<file path="src/inc/autobaud_pkg.sv">
// Package with constants and types for the auto-baud detection block.
package autobaud_pkg;
  localparam int COUNT_W        = 16;
  localparam int DIV_W          = 10;
  // Detection counter clock dividers per wide/high select combination.
  localparam logic [DIV_W-1:0] DET_DIV_WH  = 10'h020;
  localparam logic [DIV_W-1:0] DET_DIV_MID = 10'h080;
  localparam logic [DIV_W-1:0] DET_DIV_LL  = 10'h200;
  // Normal rate clock dividers per combination.
  localparam logic [DIV_W-1:0] RATE_DIV_WH  = 10'h004;
  localparam logic [DIV_W-1:0] RATE_DIV_MID = 10'h010;
  localparam logic [DIV_W-1:0] RATE_DIV_LL  = 10'h040;
  localparam logic [COUNT_W-1:0] COUNT_START = 16'h0001;
  localparam logic [2:0]         RISE_LAST   = 3'h5;
  localparam logic [7:0]         BYTE_RESET  = 8'h00;
  typedef enum logic [1:0] {ST_IDLE, ST_BREAK, ST_WAIT_START, ST_MEASURE} abd_state_t;
endpackage : autobaud_pkg

</file>
<file path="src/logic/uart_auto_baud_detect.sv">
// Auto-baud detection counter of an asynchronous serial receiver.
// What this block does
// - During detection both rate count bytes act as one 16-bit counter.
// - Detection tick is osc/32,128,128,512; rate tick osc/4,16,16,64 per selects.
// - Detection counter starts at a count of one.
// - With wake-on-break set, measure the character after the break.
// - Set overflow flag if the count passes 16 bits before fifth rise.
// - After overflow, keep counting until the fifth rising edge.
// - On fifth rising edge set receive flag and clear auto-baud enable.
// - Reading the receive buffer clears the receive flag.
// - Overflow flag stays set until software clears it directly.
`timescale 1ns/1ps
module uart_auto_baud_detect
  import autobaud_pkg::*;
(
  input  wire logic                               CLK_IN,
  input  wire logic                               RST_N_IN,
  input  wire logic                               RECEIVE_PIN_IN,
  input  wire logic                               WIDE_RATE_SELECT_IN,
  input  wire logic                               HIGH_RATE_SELECT_IN,
  input  wire logic                               WAKE_ON_BREAK_ENABLE_IN,
  input  wire logic                               AUTOBAUD_ENABLE_SET_IN,
  input  wire logic                               OVERFLOW_CLEAR_IN,
  input  wire logic                               RECEIVE_BUFFER_READ_IN,
  input  wire logic                               RATE_COUNT_WRITE_IN,
  input  wire logic [autobaud_pkg::COUNT_W-1:0]   RATE_COUNT_WRITE_DATA_IN,
  output logic                                    AUTOBAUD_ENABLE_OUT,
  output logic                                    AUTOBAUD_OVERFLOW_FLAG_OUT,
  output logic                                    RECEIVE_FLAG_OUT,
  output logic [7:0]                              RATE_COUNT_HIGH_OUT,
  output logic [7:0]                              RATE_COUNT_LOW_OUT,
  output logic                                    RATE_TICK_OUT
);
  import autobaud_pkg::*;

  // Detection state, measured count and enable.
  abd_state_t         state_reg,    state_next;
  logic [COUNT_W-1:0] count_reg,    count_next;
  logic [2:0]         rises_reg,    rises_next;
  logic               enable_reg,   enable_next;
  // Shared rate and detection divider.
  logic [DIV_W-1:0]   div_reg,      div_next;
  logic               tick_reg,     tick_next;
  // Receive pin edge detector.
  logic               rx_prev_reg,  rx_prev_next;
  // Software-visible flags.
  logic               ovf_reg,      ovf_next;
  logic               rxflag_reg,   rxflag_next;
  // Events passed from one group of state to another.
  logic [DIV_W-1:0]   div_limit;
  logic               rise;
  logic               fall;
  logic               div_done;
  logic               start_fall;
  logic               count_wrap;
  logic               fifth_rise;

  // The divider period follows the selects and whether detection runs.
  always_comb begin
    div_limit = DET_DIV_LL;
    case ({WIDE_RATE_SELECT_IN, HIGH_RATE_SELECT_IN})
      2'h3: div_limit = enable_reg ? DET_DIV_WH : RATE_DIV_WH;
      2'h2: div_limit = enable_reg ? DET_DIV_MID : RATE_DIV_MID;
      2'h1: div_limit = enable_reg ? DET_DIV_MID : RATE_DIV_MID;
      default: div_limit = enable_reg ? DET_DIV_LL : RATE_DIV_LL;
    endcase
  end

  // Edge detector; its reset level equals the idle line so no false edge follows reset.
  always_comb begin
    rx_prev_next = RECEIVE_PIN_IN;
    rise         = RECEIVE_PIN_IN & ~rx_prev_reg;
    fall         = ~RECEIVE_PIN_IN & rx_prev_reg;
  end

  always_ff @(posedge CLK_IN or negedge RST_N_IN) begin
    if (!RST_N_IN) begin
      rx_prev_reg <= 1'b1;
    end else begin
      rx_prev_reg <= rx_prev_next;
    end
  end

  // Divider: a limit that drops below the running count on a mode change
  // ends the period at once instead of letting the counter run round.
  always_comb begin
    div_done  = (div_reg >= div_limit - 10'h001);
    div_next  = div_done ? '0 : div_reg + 10'h001;
    tick_next = div_done & ~enable_reg;
    if (start_fall) begin
      div_next = '0;
    end
  end

  always_ff @(posedge CLK_IN or negedge RST_N_IN) begin
    if (!RST_N_IN) begin
      div_reg  <= '0;
      tick_reg <= 1'b0;
    end else begin
      div_reg  <= div_next;
      tick_reg <= tick_next;
    end
  end

  // Detection sequence and measured count.
  always_comb begin
    state_next  = state_reg;
    count_next  = count_reg;
    rises_next  = rises_reg;
    enable_next = enable_reg | AUTOBAUD_ENABLE_SET_IN;
    start_fall  = 1'b0;
    count_wrap  = 1'b0;
    fifth_rise  = 1'b0;
    if (RATE_COUNT_WRITE_IN && !enable_reg) begin
      count_next = RATE_COUNT_WRITE_DATA_IN;
    end
    case (state_reg)
      ST_IDLE: begin
        if (enable_reg) begin
          rises_next = '0;
          state_next = WAKE_ON_BREAK_ENABLE_IN ? ST_BREAK : ST_WAIT_START;
        end
      end
      ST_BREAK: begin
        // The break ends with the line returning high; the next fall starts the byte.
        if (rise) begin
          state_next = ST_WAIT_START;
        end
      end
      ST_WAIT_START: begin
        if (fall) begin
          start_fall = 1'b1;
          count_next = COUNT_START;
          state_next = ST_MEASURE;
        end
      end
      ST_MEASURE: begin
        if (div_done) begin
          // The count wraps to zero on overflow and keeps running.
          count_next = count_reg + 16'h0001;
          count_wrap = (count_reg == '1);
        end
        if (rise) begin
          rises_next = rises_reg + 3'h1;
          if (rises_reg + 3'h1 == RISE_LAST) begin
            fifth_rise  = 1'b1;
            count_next  = count_reg;
            enable_next = 1'b0;
            state_next  = ST_IDLE;
          end
        end
      end
      default: begin
        state_next = ST_IDLE;
      end
    endcase
    if (!enable_reg && state_reg != ST_IDLE) begin
      state_next = ST_IDLE;
    end
  end

  always_ff @(posedge CLK_IN or negedge RST_N_IN) begin
    if (!RST_N_IN) begin
      state_reg  <= ST_IDLE;
      count_reg  <= '0;
      rises_reg  <= '0;
      enable_reg <= 1'b0;
    end else begin
      state_reg  <= state_next;
      count_reg  <= count_next;
      rises_reg  <= rises_next;
      enable_reg <= enable_next;
    end
  end

  // Flags: a hardware set in the same cycle as a software clear wins.
  always_comb begin
    ovf_next    = ovf_reg & ~OVERFLOW_CLEAR_IN;
    rxflag_next = rxflag_reg & ~RECEIVE_BUFFER_READ_IN;
    if (count_wrap) begin
      ovf_next = 1'b1;
    end
    if (fifth_rise) begin
      rxflag_next = 1'b1;
    end
  end

  always_ff @(posedge CLK_IN or negedge RST_N_IN) begin
    if (!RST_N_IN) begin
      ovf_reg    <= 1'b0;
      rxflag_reg <= 1'b0;
    end else begin
      ovf_reg    <= ovf_next;
      rxflag_reg <= rxflag_next;
    end
  end

  // Every output is a register; the count bytes are the two halves of one counter.

  assign AUTOBAUD_ENABLE_OUT        = enable_reg;
  assign AUTOBAUD_OVERFLOW_FLAG_OUT = ovf_reg;
  assign RECEIVE_FLAG_OUT           = rxflag_reg;
  assign RATE_COUNT_HIGH_OUT        = count_reg[15:8];
  assign RATE_COUNT_LOW_OUT         = count_reg[7:0];
  assign RATE_TICK_OUT              = tick_reg;
endmodule : uart_auto_baud_detect

</file>
<file path="config.mk">
export PLATFORM = sky130hd
export DESIGN_NAME = uart_auto_baud_detect
export DESIGN_NICKNAME = d
export VERILOG_FILES = /design/src/inc/autobaud_pkg.sv /design/src/logic/uart_auto_baud_detect.sv
export SDC_FILE = /design/constraint.sdc
export NUM_CORES = 1
export LEC_CHECK = 0
export BUFFER_PORTS_ARGS = -buffer_cell sky130_fd_sc_hd__buf_4
export CORE_ASPECT_RATIO = 0.9
export CORE_MARGIN = 5
export CORE_UTILIZATION = 46
export DETAILED_ROUTE_END_ITERATION = 7
export PLACE_DENSITY = 0.68
export SLEW_MARGIN = 5
export SYNTH_ARGS = -nofsm -noshare
export SYNTH_HDL_FRONTEND = slang
export SYNTH_SLANG_ARGS = --single-unit
export TNS_END_PERCENT = 5
</file>
<file path="constraint.sdc">
create_clock -name CLK_IN -period 4.6 [get_ports CLK_IN]
set_clock_uncertainty 0.05 [all_clocks]
set_input_delay 0.92 -clock CLK_IN [delete_from_list [all_inputs] [get_ports CLK_IN]]
set_output_delay 0.92 -clock CLK_IN [all_outputs]
set_load 0.02 [all_outputs]
</file>
==> out/results.tsv <==
metric	value	unit
Reg2Reg Setup Slack	1020	ps
gr usage total	0.188	
port bufs	45	
clock root buffer	clkbuf_8	
Cell variety after synth	55	
final sum of negative setup slack	0	ps
final number of setup-violating endpoints	0	
max frequency	254	MHz
Clock transition at path regs	70	ps
RSZ-0062 raised after global routing	false	
Mean Syn Cell Area	8.45	um2
Clock Sinks	36	
met2 GRT Util	0.284	
commonest non-fill, non-tap cells in the layout	buf_4, dfrtp_1, nor2_1	
VDD IR max	0.000246	V
Final period util	0.856	
WHS Endpoint	div_reg[0]	
Initial DRC Count	200	
PD cells	342	mW/mm2
Rows	26	
vias in the first global route	2334	
dpl cells	418	
post-synthesis cell count	312	
# diodes	0	
Clk pwr share	0.206	
total chip power	1.05	mW
first-pass GRT wire length	11.3	mm
TritonCTS clock tree	yes	
WS Path Type	in -> reg	
met1 Use GR	0.267	
Min-Delay Path Depth	1	
max FFs per register	16	
I/O Pins	46	
YS warnings	0	
Synth Flop Type	dfrtp_1	
FF-to-FF End	count_reg[7]	
Synth Register Bits	36	
pin count of the biggest net entering global routing	37	
final-layout fill cell count	541	
MaxCap Viol Count	0	
Post-Route WL	6.72	mm
syn_nets	357	
chip width	89.8	um
share of layout cells above drive strength 1	0.185	
synthesized area	0.00264	mm2
CTS resizes	0	
Logic pwr share	0.400	
Die Ht	81.8	um
total core area	0.00563	mm2
WP data required	4730	ps
Final Hold Vio Count	0	
min-delay src	div_reg[0]	
Max Root-Sink Buffers	2	
Post CTS Setup Buffer Count	0	
switching share of power	0.388	
routed len/inst	15.8	um
Hold Crit Class	reg -> reg	
gpl congestion	0.906	
Slew Limit Fails	0	
Initial Utilization	0.469	
multi-input gate area in the final layout	0.00158	mm2
WP data arrival	4060	ps
CP max FO	11	
Via density	5.87	
internal power	645	uW
Sw Pwr	409	uW
Area Growth Syn to Fin	17.0	%
via count	2500	
CP Launch Type	input pin	
part of the power in registers	0.394	
RR Startpoint	AUTOBAUD_ENABLE_OUT	
Die ar.	0.00735	mm2
fin nets	400	
cts bufs inserted	5	
async set-reset flop share out of synthesis	1.00	
post-route ant nets	0	
CTS Hold Buffers Added	0	
Critical Path End Type	flop	
sequential-to-total area share from yosys stat	0.342	
worst relative slew slack	0.442	
Leak Pwr	1.42	nW
worst-margin pin slew	834	ps
DP Wirelength	4.92	mm
most common cell after layout, fill and taps aside	buf_4	
Skew-Pair Late Insertion Delay	290	ps
GR Util met3	0.0403	
Post-synth EDFFs	0	
FF+latch area	902	um2
antenna violations before repair	0	
DRC Markers	0	
non-filler cells, final	426	
fin crit period	3940	ps
GRT Residual Overflow	0	
GR peak layer	met2	
DRT Pass-1 Iters	5	
R2R depth	14	
status	completed	
htree depth	2	
-- worst max-delay path: stages --
cell and delay (ps):
buf_4 80, inv_1 30, ha_1 270, nor2b_1 230, nand2_1 110, ha_1 240
nand2b_1 90, a31oi_1 90, ha_1 310, nand2_1 80, a211o_1 280, o221ai_2 440
buf_4 240, o21bai_1 130, a21o_1 180, a221o_1 340
-- metrics by stage --
step / hold WS [ps] / setup slack (ps) / cell area [um2] / utilization
2_1_floorplan: 398 / 954 / 2640 / -
3_3_place_gp: 428 / 534 / 3000 / 0.534
3_5_place_dp: 440 / 388 / 3000 / 0.534
4_1_cts: 450 / 695 / 3090 / 0.548
5_1_grt: 488 / 355 / 3090 / 0.548
6_report: 449 / 663 / 3090 / 0.548
-- cells by family (layout without fill, tap and decap cells) --
family,Yosys count,after routing,synth area share
AND/OR/NAND/NOR,117,117,0.215
multiplexers,3,3,0.0119
flip-flops,36,36,0.342
adder cells (fa/ha/maj),19,19,0.0901
XOR/XNOR,17,17,0.0565
AO/OA/AOI/OAI,88,88,0.224
buffers and inverters,32,76,0.0607
-- power by group through the flow --
stage	logic, mW	registers (mW)	clock network (mW)
floorplan	0.314	0.415	0
global placement	0.416	0.418	0
detailed placement	0.423	0.420	0
CTS	0.424	0.414	0.228
global route	0.483	0.422	0.241
finish	0.422	0.415	0.218
-- final cells by class --
class / count / area share
sequential: 36 / 0.292
inverter: 19 / 0.0231
clock buffer: 7 / 0.0247
clock inverter: 1 / 0.00162
timing repair buffer: 49 / 0.119
multi-input combinational: 244 / 0.511
tap: 70 / 0.0284
-- worst max path at each step --
stage / startpoint / end / cells after the start
after floorplan: WIDE_RATE_SELECT_IN / count_reg[7] / 14
after global placement: WIDE_RATE_SELECT_IN / count_reg[7] / 16
after detailed placement: WIDE_RATE_SELECT_IN / count_reg[7] / 16
after CTS: WIDE_RATE_SELECT_IN / count_reg[7] / 16
after global routing: WIDE_RATE_SELECT_IN / count_reg[7] / 16
final: WIDE_RATE_SELECT_IN / count_reg[7] / 16
-- synthesized netlist by cell type (2+ instances only) --
library cell / n / area (um2)
a211o_1: 3 / 26.3
a211oi_1: 5 / 37.5
a21o_1: 3 / 22.5
a21oi_1: 17 / 85.1
a221o_1: 2 / 20.0
a311oi_1: 2 / 17.5
a31oi_1: 6 / 37.5
a32oi_1: 2 / 17.5
and2_1: 3 / 18.8
and3_1: 3 / 18.8
buf_2: 2 / 10.0
clkbuf_1: 7 / 26.3
clkbuf_8: 3 / 41.3
dfrtp_1: 35 / 876
ha_1: 19 / 238
inv_1: 18 / 67.6
mux2i_1: 2 / 20.0
nand2_1: 31 / 116
nand2b_1: 3 / 18.8
nand3_1: 16 / 80.1
nand3_2: 3 / 30.0
nand4_1: 3 / 18.8
nor2_1: 35 / 131
nor2b_1: 8 / 50.1
nor3_1: 4 / 20.0
nor4_1: 2 / 12.5
o211ai_1: 2 / 15.0
o21ai_0: 23 / 115
o21ai_1: 3 / 15.0
o21bai_1: 2 / 15.0
o221ai_1: 2 / 17.5
o311ai_0: 5 / 43.8
xnor2_1: 6 / 52.6
xor2_1: 11 / 96.3
-- layer usage --
metal | vias to the layer above | part of all wire
li1 | 1211 | -
met1 | 1157 | 0.48
met2 | 110 | 0.43
met3 | 22 | 0.071
met4 | 0 | 0.020
met5 | - | 0
Power figures use the tool's default switching activity.
